<file path="src/sps_pkg.sv">
// Constants for the four-phase stepper sequencer.
// Assumes a 20 MHz system clock.
package sps_pkg;

    // ------------------------------------------------------------------
    // Timing
    // ------------------------------------------------------------------
    localparam int CLK_HZ          = 20000000;
    localparam int INHIBIT_MS      = 20;
    localparam int INHIBIT_CYCLES  = CLK_HZ / 1000 * INHIBIT_MS;
    localparam int SEQ_LEN         = 8;
    localparam int POS_W           = 3;

    // ------------------------------------------------------------------
    // Winding patterns, bit 0 is the first phase
    // ------------------------------------------------------------------
    localparam logic [3:0] PAT_OFF = 4'h0;

    typedef enum logic {SPS_FULL, SPS_HALF} sps_mode_e;

endpackage

</file>
<file path="src/sps_sequencer.sv">
// Four-phase stepper sequencer with full and half step modes.
// Assumes step and direction inputs are synchronous and debounced.
// How it works
// - Power-on starts in single-winding full-step mode.
// - Half-step mode cycles through eight patterns.
// - Clockwise full-step order is A, B, C, D.
// - Clockwise half-step order A AB B BC...DA.
// - Direction high clockwise, low counter-clockwise.
// - Outputs advance on step falling edge.
// - Direction rise during step selects half-step.
// - Direction fall during step selects full-step.
// - Leaving half mode on pair: half step.
// - All four phases held low until first step.
// - Step ignored about 20 ms after power-up.
// - Supports step rates to 25000 per second.
// - Position held indefinitely without strobes.
// - Four separate active-high winding outputs.
// - Reset taken from the rst_b_i pin through a two-stage synchronizer.
`timescale 1ns/1ps
`default_nettype none
module sps_sequencer
    import sps_pkg::*;
#(
    parameter int INHIBIT_CNT = INHIBIT_CYCLES
)
(
    // Clock and reset
    input  wire logic clk_i,
    input  wire logic rst_b_i,
    // Host control
    input  wire logic step_i,
    input  wire logic dir_i,
    // Winding drives
    output logic      phase1_o,
    output logic      phase2_o,
    output logic      phase3_o,
    output logic      phase4_o
);

    // ------------------------------------------------------------------
    // Reset release
    // ------------------------------------------------------------------
    // The reset pin may be tied high; the power-on flops below then start
    // from their power-up state, which a later release also establishes.
    logic [1:0] rst_sync_r;
    wire  logic rst_b = rst_sync_r[1];

    always_ff @(posedge clk_i or negedge rst_b_i)
    begin
        if (!rst_b_i)
            rst_sync_r <= 2'b00;
        else
            rst_sync_r <= {rst_sync_r[0], 1'b1};
    end

    // ------------------------------------------------------------------
    // Power-up step inhibit
    // ------------------------------------------------------------------
    localparam int CW = $clog2(INHIBIT_CNT + 1);
    logic [CW-1:0] inh_cnt_r;
    wire  logic    inhibit = (inh_cnt_r != CW'(INHIBIT_CNT));

    always_ff @(posedge clk_i or negedge rst_b)
    begin
        if (!rst_b)
            inh_cnt_r <= '0;
        else if (inhibit)
            inh_cnt_r <= inh_cnt_r + CW'(1);
    end

    // ------------------------------------------------------------------
    // Strobe tracking
    // ------------------------------------------------------------------
    logic step_q_r;
    logic dir_q_r;
    logic armed_r;
    logic toggled_r;
    logic rose_last_r;

    wire logic step_rise = step_i & ~step_q_r & ~inhibit;
    wire logic step_fall = ~step_i & step_q_r & armed_r;
    wire logic dir_edge  = armed_r & step_i & (dir_i != dir_q_r);

    always_ff @(posedge clk_i or negedge rst_b)
    begin
        if (!rst_b)
        begin
            step_q_r    <= 1'b0;
            dir_q_r     <= 1'b0;
            armed_r     <= 1'b0;
            toggled_r   <= 1'b0;
            rose_last_r <= 1'b0;
        end
        else
        begin
            step_q_r <= step_i;
            dir_q_r  <= dir_i;
            if (step_rise)
            begin
                armed_r   <= 1'b1;
                toggled_r <= 1'b0;
            end
            else if (step_fall)
                armed_r <= 1'b0;
            if (dir_edge)
            begin
                toggled_r   <= 1'b1;
                rose_last_r <= dir_i;
            end
        end
    end

    // ------------------------------------------------------------------
    // Mode and position
    // ------------------------------------------------------------------
    sps_mode_e        mode_r;
    logic [POS_W-1:0] pos_r;
    logic             started_r;
    logic             realign_r;

    // Half mode moves by one eighth; full mode by two, but a pending
    // realignment moves one eighth to land back on a single winding.
    wire logic             half_move = (mode_r == SPS_HALF) | realign_r;
    wire logic [POS_W-1:0] stride    = half_move ? 3'h1 : 3'h2;
    wire logic [POS_W-1:0] pos_cw    = pos_r + stride;
    wire logic [POS_W-1:0] pos_ccw   = pos_r - stride;
    wire logic             do_step   = step_fall & ~toggled_r
                                       & ~dir_edge;
    wire logic             do_mode   = step_fall & (toggled_r | dir_edge);
    wire logic             to_half   = dir_edge ? dir_i : rose_last_r;
    wire logic [POS_W-1:0] pos_nxt   = do_step ? (dir_i ? pos_cw : pos_ccw)
                                               : pos_r;

    always_ff @(posedge clk_i or negedge rst_b)
    begin
        if (!rst_b)
        begin
            mode_r    <= SPS_FULL;
            pos_r     <= '0;
            started_r <= 1'b0;
            realign_r <= 1'b0;
        end
        else
        begin
            pos_r <= pos_nxt;
            if (step_fall)
                started_r <= 1'b1;
            if (do_mode)
            begin
                mode_r    <= to_half ? SPS_HALF : SPS_FULL;
                realign_r <= ~to_half & pos_r[0];
            end
            else if (do_step)
                realign_r <= 1'b0;
        end
    end

    // ------------------------------------------------------------------
    // Winding outputs
    // ------------------------------------------------------------------
    // The lookup is one cycle behind the position and the outputs one behind it;
    // each update therefore lands three clocks after the falling edge, far inside a 40 us step.
    logic [3:0] pat;

    sps_pattern_rom u_rom (
        .clk_i   (clk_i),
        .rst_b_i (rst_b),
        .pos_i   (pos_r),
        .en_i    (started_r),
        .pat_o   (pat)
    );

    always_ff @(posedge clk_i or negedge rst_b)
    begin
        if (!rst_b)
        begin
            phase1_o <= 1'b0;
            phase2_o <= 1'b0;
            phase3_o <= 1'b0;
            phase4_o <= 1'b0;
        end
        else
        begin
            phase1_o <= pat[0];
            phase2_o <= pat[1];
            phase3_o <= pat[2];
            phase4_o <= pat[3];
        end
    end

endmodule
`default_nettype wire

</file>
<file path="src/sps_pattern_rom.sv">
// Registered lookup from eighth-step position to winding pattern.
// Assumes the caller holds the position stable between steps.
`timescale 1ns/1ps
`default_nettype none
module sps_pattern_rom
    import sps_pkg::*;
(
    // Clock and reset
    input  wire logic             clk_i,
    input  wire logic             rst_b_i,
    // Lookup
    input  wire logic [POS_W-1:0] pos_i,
    input  wire logic             en_i,
    output logic      [3:0]       pat_o
);

    // ------------------------------------------------------------------
    // Table
    // ------------------------------------------------------------------
    // Even positions hold one winding, odd positions two adjacent ones.
    function automatic logic [3:0] pat_of(input logic [POS_W-1:0] p);
        case (p)
            3'h0:    pat_of = 4'h1;
            3'h1:    pat_of = 4'h3;
            3'h2:    pat_of = 4'h2;
            3'h3:    pat_of = 4'h6;
            3'h4:    pat_of = 4'h4;
            3'h5:    pat_of = 4'hc;
            3'h6:    pat_of = 4'h8;
            3'h7:    pat_of = 4'h9;
            default: pat_of = 4'h1;
        endcase
    endfunction

    wire logic [3:0] pat_nxt = en_i ? pat_of(pos_i) : PAT_OFF;

    always_ff @(posedge clk_i or negedge rst_b_i)
    begin
        if (!rst_b_i)
            pat_o <= PAT_OFF;
        else
            pat_o <= pat_nxt;
    end

endmodule
`default_nettype wire

</file>
<file path="config.mk">
export PLATFORM = sky130hd
export DESIGN_NAME = sps_sequencer
export DESIGN_NICKNAME = d
export VERILOG_FILES = /design/src/sps_pkg.sv /design/src/sps_sequencer.sv /design/src/sps_pattern_rom.sv
export SDC_FILE = /design/constraint.sdc
export NUM_CORES = 1
export LEC_CHECK = 0
export ABC_AREA = 1
export BUFFER_PORTS_ARGS = -buffer_cell sky130_fd_sc_hd__buf_4
export CORE_ASPECT_RATIO = 2
export CORE_MARGIN = 4
export CORE_UTILIZATION = 60
export DETAILED_ROUTE_END_ITERATION = 7
export GPL_TIMING_DRIVEN = 0
export PLACE_DENSITY = 0.78
export SETUP_SLACK_MARGIN = 0.3
export SLEW_MARGIN = 15
export SYNTH_ARGS = -nofsm -noshare
export SYNTH_HDL_FRONTEND = slang
export SYNTH_SLANG_ARGS = --single-unit
</file>
<file path="constraint.sdc">
create_clock -name clk_i -period 2.5 [get_ports clk_i]
set_input_delay 0.25 -clock clk_i [delete_from_list [all_inputs] [get_ports clk_i]]
set_output_delay 0.25 -clock clk_i [all_outputs]
set_load 0.01 [all_outputs]
</file>
==> impl_metrics.ini, run 1 <==
[logic_synthesis]
yosysWarningCount = 0
synth_top_area_share_pct = 53.73
synth.distinct_cells = 25
synth_common_cells = 52 x nand2_1, 40 x dfrtp_1, 27 x nor2_1
synthesis.area_um2 = 1863
synth-edff-count = 0
synth_mux_area_share_pct = 0
synth_compound_area_share_pct = 2.015
synth_top_family_by_area = simple AND/OR/NAND/NOR gates
synthFlopType = dfrtp_1
synth.avg_cell_area_um2 = 8.914
yosys.area_share.simple_pct = 28.48
async_flop_share_pct = 100.0
synth_seq_area_share_pct = 53.73
synth_cells = 209
synth_fa_ha_area_share_pct = 3.089
synthMostInstantiatedCell = nand2_1
synth_area_leaders = dfrtp_1 54%, nand2_1 10%, nor2_1 5.4%
synth_largest_area_cell = dfrtp_1
mappedNetlistNets = 217
synth_xor_area_share_pct = 7.052
ys_ff_latch = 40

[cts]
path_clk_slew_ns = 0.08
hold_buffers = 1
cts_resized = 0
cts_tree = yes
clk-insertion-delay-late_ns = 0.30
htreeDepth = 2
cts_made_buffers = 5
cts_max_path_buffers = 2
clock_sinks = 40
cts_setup_buffers = 0
cts_root_buf = clkbuf_8

[die]
rows = 28
die_area_um2 = 4115
die_y_um = 86.81
core_area_um2 = 2978
initial_core_util_pct = 62.56
die_width_um = 47.40
io_pins = 8

[pwr]
intPower_uw = 986.1
ir_drop_mv = 0.6430
power_per_cell_area_nw_per_um2 = 584.4
pwr-share-comb_pct = 1.9
swShare_pct = 20.15
clockPowerShare_pct = 45.0
seqPwrFrac_pct = 53.2
p_switching_uw = 248.9
leakagePower_uw = 0.001034

[global_route]
grt_pass1_wl_mm = 6.127
antenna_found_initial = 0
grt.total_usage_pct = 21.68
grt-ovfl-total = 0
grt_max_degree = 26
first_global_vias = 1472

[layout]
areaGrowthSynthToFinish_pct = 13.43
fillCellCount = 223
instances_no_fill = 256
layout.nets = 233
register_area_um2 = 1002
antennaDiodeCount = 0
fin_util_pct = 70.97
multi_input_area_um2 = 760.7
drive_above_1_share_pct = 13.27

[routing]
viasPerCell = 5.395
final_antenna_net_count = 0
vias = 1381
drc = 0
post_drt_wl_per_cell_um = 13.50
drt_iter0_markers = 26
dr.pass1.iters = 4
drt-total-wl_mm = 3.455

[timing]
setup_viol = 0
rsz0062_at_grt = false
hold_viol_final = 0
finalSetupTns_ns = 0
worst_slack_ns = 0.7679
final_max_slew_viol_count = 0
min_period_ns = 1.732
period_share_pct = 69.28
fin_skew_ns = 0.005598
fmax_mhz = 577.3

[setup_path]
worstPathCellList = or2_2 -> ha_1 -> fa_1 -> xnor2_1 -> nand2_1 -> xor2_1
slowest_delay_ns = 0.38
path_class = reg -> reg
arrival_ns = 1.92
cp_slowest_cell = dfrtp_1
worst-path-buf-inv = 0
required_ns = 2.69
end_kind = flip-flop
r2r_setup_slack_ns = 0.77
cp-start-kind = flip-flop
path_max_fanout = 2
crit_family = adder cells

[run]
drv_cap = 0

[placement]
gp_congestion = 0.8858
dp_cells = 247
preCtsSetupSlack_ns = 0.7687
port-buffer-count = 7
dp.final_hpwl_mm = 2.685

[status]
status = completed

[worst_hold_path]
hold_path.class = in -> reg
power groups by stage:
stage	sequential (uW)	combinational, uW	clock, uW
2_1_floorplan	672	3.87	0
3_3_place_gp	675	9.80	0
3_5_place_dp	669	22.4	0
4_1_cts	657	23.7	562
5_1_grt	657	26.2	605
6_report	656	23.1	555
layout make-up:
type                       count  share of cell area, %
clock buffer                   6                  3.908
clock inverter                 2                  1.835
inverter                      27                  4.796
multi-input combinational    142                  36.00
sequential                    40                  47.42
tap                           30                  1.776
timing repair buffer           9                  4.263
cells in the final DEF, fill, tap and decap left out, drive strengths merged, types with 2 or more instances in the layout:
master / n
inv: 27
o21ai: 4
ha: 3
nor3: 7
buf: 8
xor2: 10
nand3: 14
dfrtp: 40
xnor2: 5
nand2: 54
nor2: 30
o22ai: 2
clkbuf: 6
nand4: 8
final timing paths:
path,startpoint,end,depth (start not counted)
worst max-delay path,realign_r$_DFFE_PN0P_,pos_r[2]$_DFFE_PN0P_,6
worst min-delay path,step_i,step_q_r$_DFF_PN0_,1
worst max register to register,realign_r$_DFFE_PN0P_,pos_r[2]$_DFFE_PN0P_,6
worst min register to register,rst_sync_r[1]$_DFF_PN0_,inh_cnt_r[17]$_DFFE_PN0P_,0
max in group asynchronous,rst_sync_r[1]$_DFF_PN0_,toggled_r$_DFFE_PN0P_,1
min in group asynchronous,rst_sync_r[1]$_DFF_PN0_,inh_cnt_r[17]$_DFFE_PN0P_,0
cells by family after synthesis:
kind of cell | after synthesis
buffers and inverters | 27
other | 1
adder cells (fa/ha/maj) | 4
AND/OR/NAND/NOR | 115
flip-flops | 40
AO/OA/AOI/OAI | 7
XOR/XNOR | 15
state kept, by name, summed over array words and instances, names as in the netlist, 2 cells and up:
name,flops
inh_cnt_r,19
pos_r,3
rst_sync_r,2
u_rom.pat_o,4
per-stage QoR:
| step | area [um^2] | power [uW] | hold WS, ns |
|---|---|---|---|
| finish | 2113 | 1235 | 0.08632 |
| global route | 2113 | 1289 | 0.07225 |
| CTS | 2113 | 1242 | 0.08144 |
| detailed placement | 1982 | 691.8 | 0.03279 |
| global placement | 1953 | 685.1 | 0.03191 |
| floorplan | 1863 | 676.3 | -0.04559 |
per-layer routing:
metal  share of wire (%)  global-route usage (%)  vias to the layer above
li1                    -                       -                      684
met1                  35                   20.83                      665
met2                  59                   37.04                       23
met3                 3.3                   8.316                        9
met4                 2.4                   11.34                        0
met5                   0                       0                        -
Power figures use the tool's default switching activity.
==> inputs of run 2 (changes only) <==
==> constraint.sdc (replaced) <==
create_clock -name clk_i -period 1.68 [get_ports clk_i]
set_input_delay 0.168 -clock clk_i [delete_from_list [all_inputs] [get_ports clk_i]]
set_output_delay 0.168 -clock clk_i [all_outputs]
set_load 0.01 [all_outputs]
==> impl_metrics.ini, run 2 (synthesized netlist as in run 1, its figures left out) <==
[layout]
largest_reg_flops = 19
top_regs = inh_cnt_r (19), u_rom.pat_o (4), pos_r (3)
multi_input_area_um2 = 838.3
top_register = inh_cnt_r
antennaDiodeCount = 0
layout_common_cells = 49 x nand2_1, 38 x dfrtp_1, 25 x nor2_1, 21 x inv_1, 15 x buf_4
final_common_cell = nand2_1
stdcell_area_um2 = 2216
drive_above_1_share_pct = 21.70
areaGrowthSynthToFinish_pct = 18.94
instances_no_fill = 265
register_area_um2 = 1003
fillCellCount = 221
layout.nets = 242

[die]
die_y_um = 86.81
io_pins = 8
die_width_um = 47.40
core_area_um2 = 2978
initial_core_util_pct = 62.56
die_area_um2 = 4115
rows = 28

[timing]
final_max_slew_viol_count = 0
worst_slack_ns = 0.06762
period_share_pct = 95.98
fmax_mhz = 620.2
min_period_ns = 1.612
fin_skew_ns = 0.005902
rsz0062_at_grt = true
setup_viol = 0
hold_viol_final = 0

[routing]
post_drt_wl_per_cell_um = 14.38
vias = 1442
dr.pass1.iters = 4
viasPerCell = 5.442
drc = 0
final_antenna_net_count = 0
drt_iter0_markers = 49
drt-total-wl_mm = 3.811

[cts]
cts_max_path_buffers = 2
path_clk_slew_ns = 0.07
clock_sinks = 40
cts_made_buffers = 5
htreeDepth = 2
clk-insertion-delay-late_ns = 0.29
cts_root_buf = clkbuf_8
cts_tree = yes

[setup_path]
r2r_start = realign_r$_DFFE_PN0P_
path_class = reg -> reg
path_max_fanout = 2
end_kind = flip-flop
required_ns = 1.86
startpoint = realign_r$_DFFE_PN0P_
arrival_ns = 1.79
cp-start-kind = flip-flop

[pwr]
ir_drop_mv = 0.7356
leakagePower_uw = 0.001053
power_per_cell_area_nw_per_um2 = 727.2

[placement]
dp_cells = 247
dpl_cell_area_um2 = 1992
preCtsSetupSlack_ns = 0.05816
port-buffer-count = 7
dp.final_hpwl_mm = 2.676
gp_congestion = 0.9020

[global_route]
grt-ovfl-total = 0
antenna_found_initial = 0
grt.total_usage_pct = 21.57
first_global_vias = 1476
grt_max_degree = 28
grt_pass1_wl_mm = 6.272

[worst_hold_path]
hold_path.class = in -> reg
worstHoldStart = step_i

[status]
status = completed

[run]
drv_cap = 0
-- run 2: worst paths after layout --
check / end / slack [ns] / depth (start not counted)
setup / recovery: pos_r[2]$_DFFE_PN0P_ / 0.07 / 6
hold / removal: step_q_r$_DFF_PN0_ / 0.02 / 1
setup reg to reg: pos_r[2]$_DFFE_PN0P_ / 0.07 / 6
hold reg to reg: u_rom.pat_o[1]$_DFF_PN0_ / 0.15 / 0
max in group asynchronous: inh_cnt_r[1]$_DFFE_PN0P_ / 1.09 / 1
min in group asynchronous: u_rom.pat_o[1]$_DFF_PN0_ / 0.15 / 0
-- run 2: final cells by class --
cell class                      count  share of cell area, %
Clock inverter                      1                 0.2259
Sequential cell                    40                  45.28
Inverter                           27                  4.574
Multi-Input combinational cell    142                  37.83
Clock buffer                        7                  3.444
Timing Repair Buffer               18                  6.945
Tap cell                           30                  1.694
-- run 2: worst max-delay path: stages, from the launching register on --
cell and delay [ns]:
dfrtp_1 0.38, or2_4 0.27, ha_4 0.16, fa_2 0.34
xnor2_2 0.13, nand2_1 0.08, xor2_1 0.15
-- run 2: layer usage --
layer  vias to the layer above  routed length [um]  track usage, %
li1                        705                   -               -
met1                       702                1386           21.29
met2                        28                2259           38.39
met3                         7                  97           5.405
met4                         0                  68           10.58
met5                         -                   0               0
-- run 2: repair_timing --
action,in CTS,in global routing
buffers inserted,4,5
resized for setup,3,14
pin swaps,3,8
setup endpoints to repair,9,11
endpoints found under the hold margin,2,0
hold buffers,1,0
-- run 2: report_power, final --
group	switching, uW	internal (uW)	total (uW)
Combinational	21.5	13.9	35.3
Clock	309	291	601
Sequential	8.13	968	976
-- run 2: stage by stage --
| step | TNS, ns | power, uW | hold slack [ns] | util, % |
|---|---|---|---|---|
| 2_1_floorplan | 0 | 1006 | -0.1276 | - |
| 3_3_place_gp | 0 | 1020 | -0.05005 | 66.18 |
| 3_5_place_dp | 0 | 1028 | -0.04880 | 66.89 |
| 4_1_cts | 0 | 1625 | 0.01102 | 71.47 |
| 5_1_grt | -0.01694 | 1678 | 0.003272 | 74.41 |
| 6_report | 0 | 1611 | 0.01766 | 74.41 |
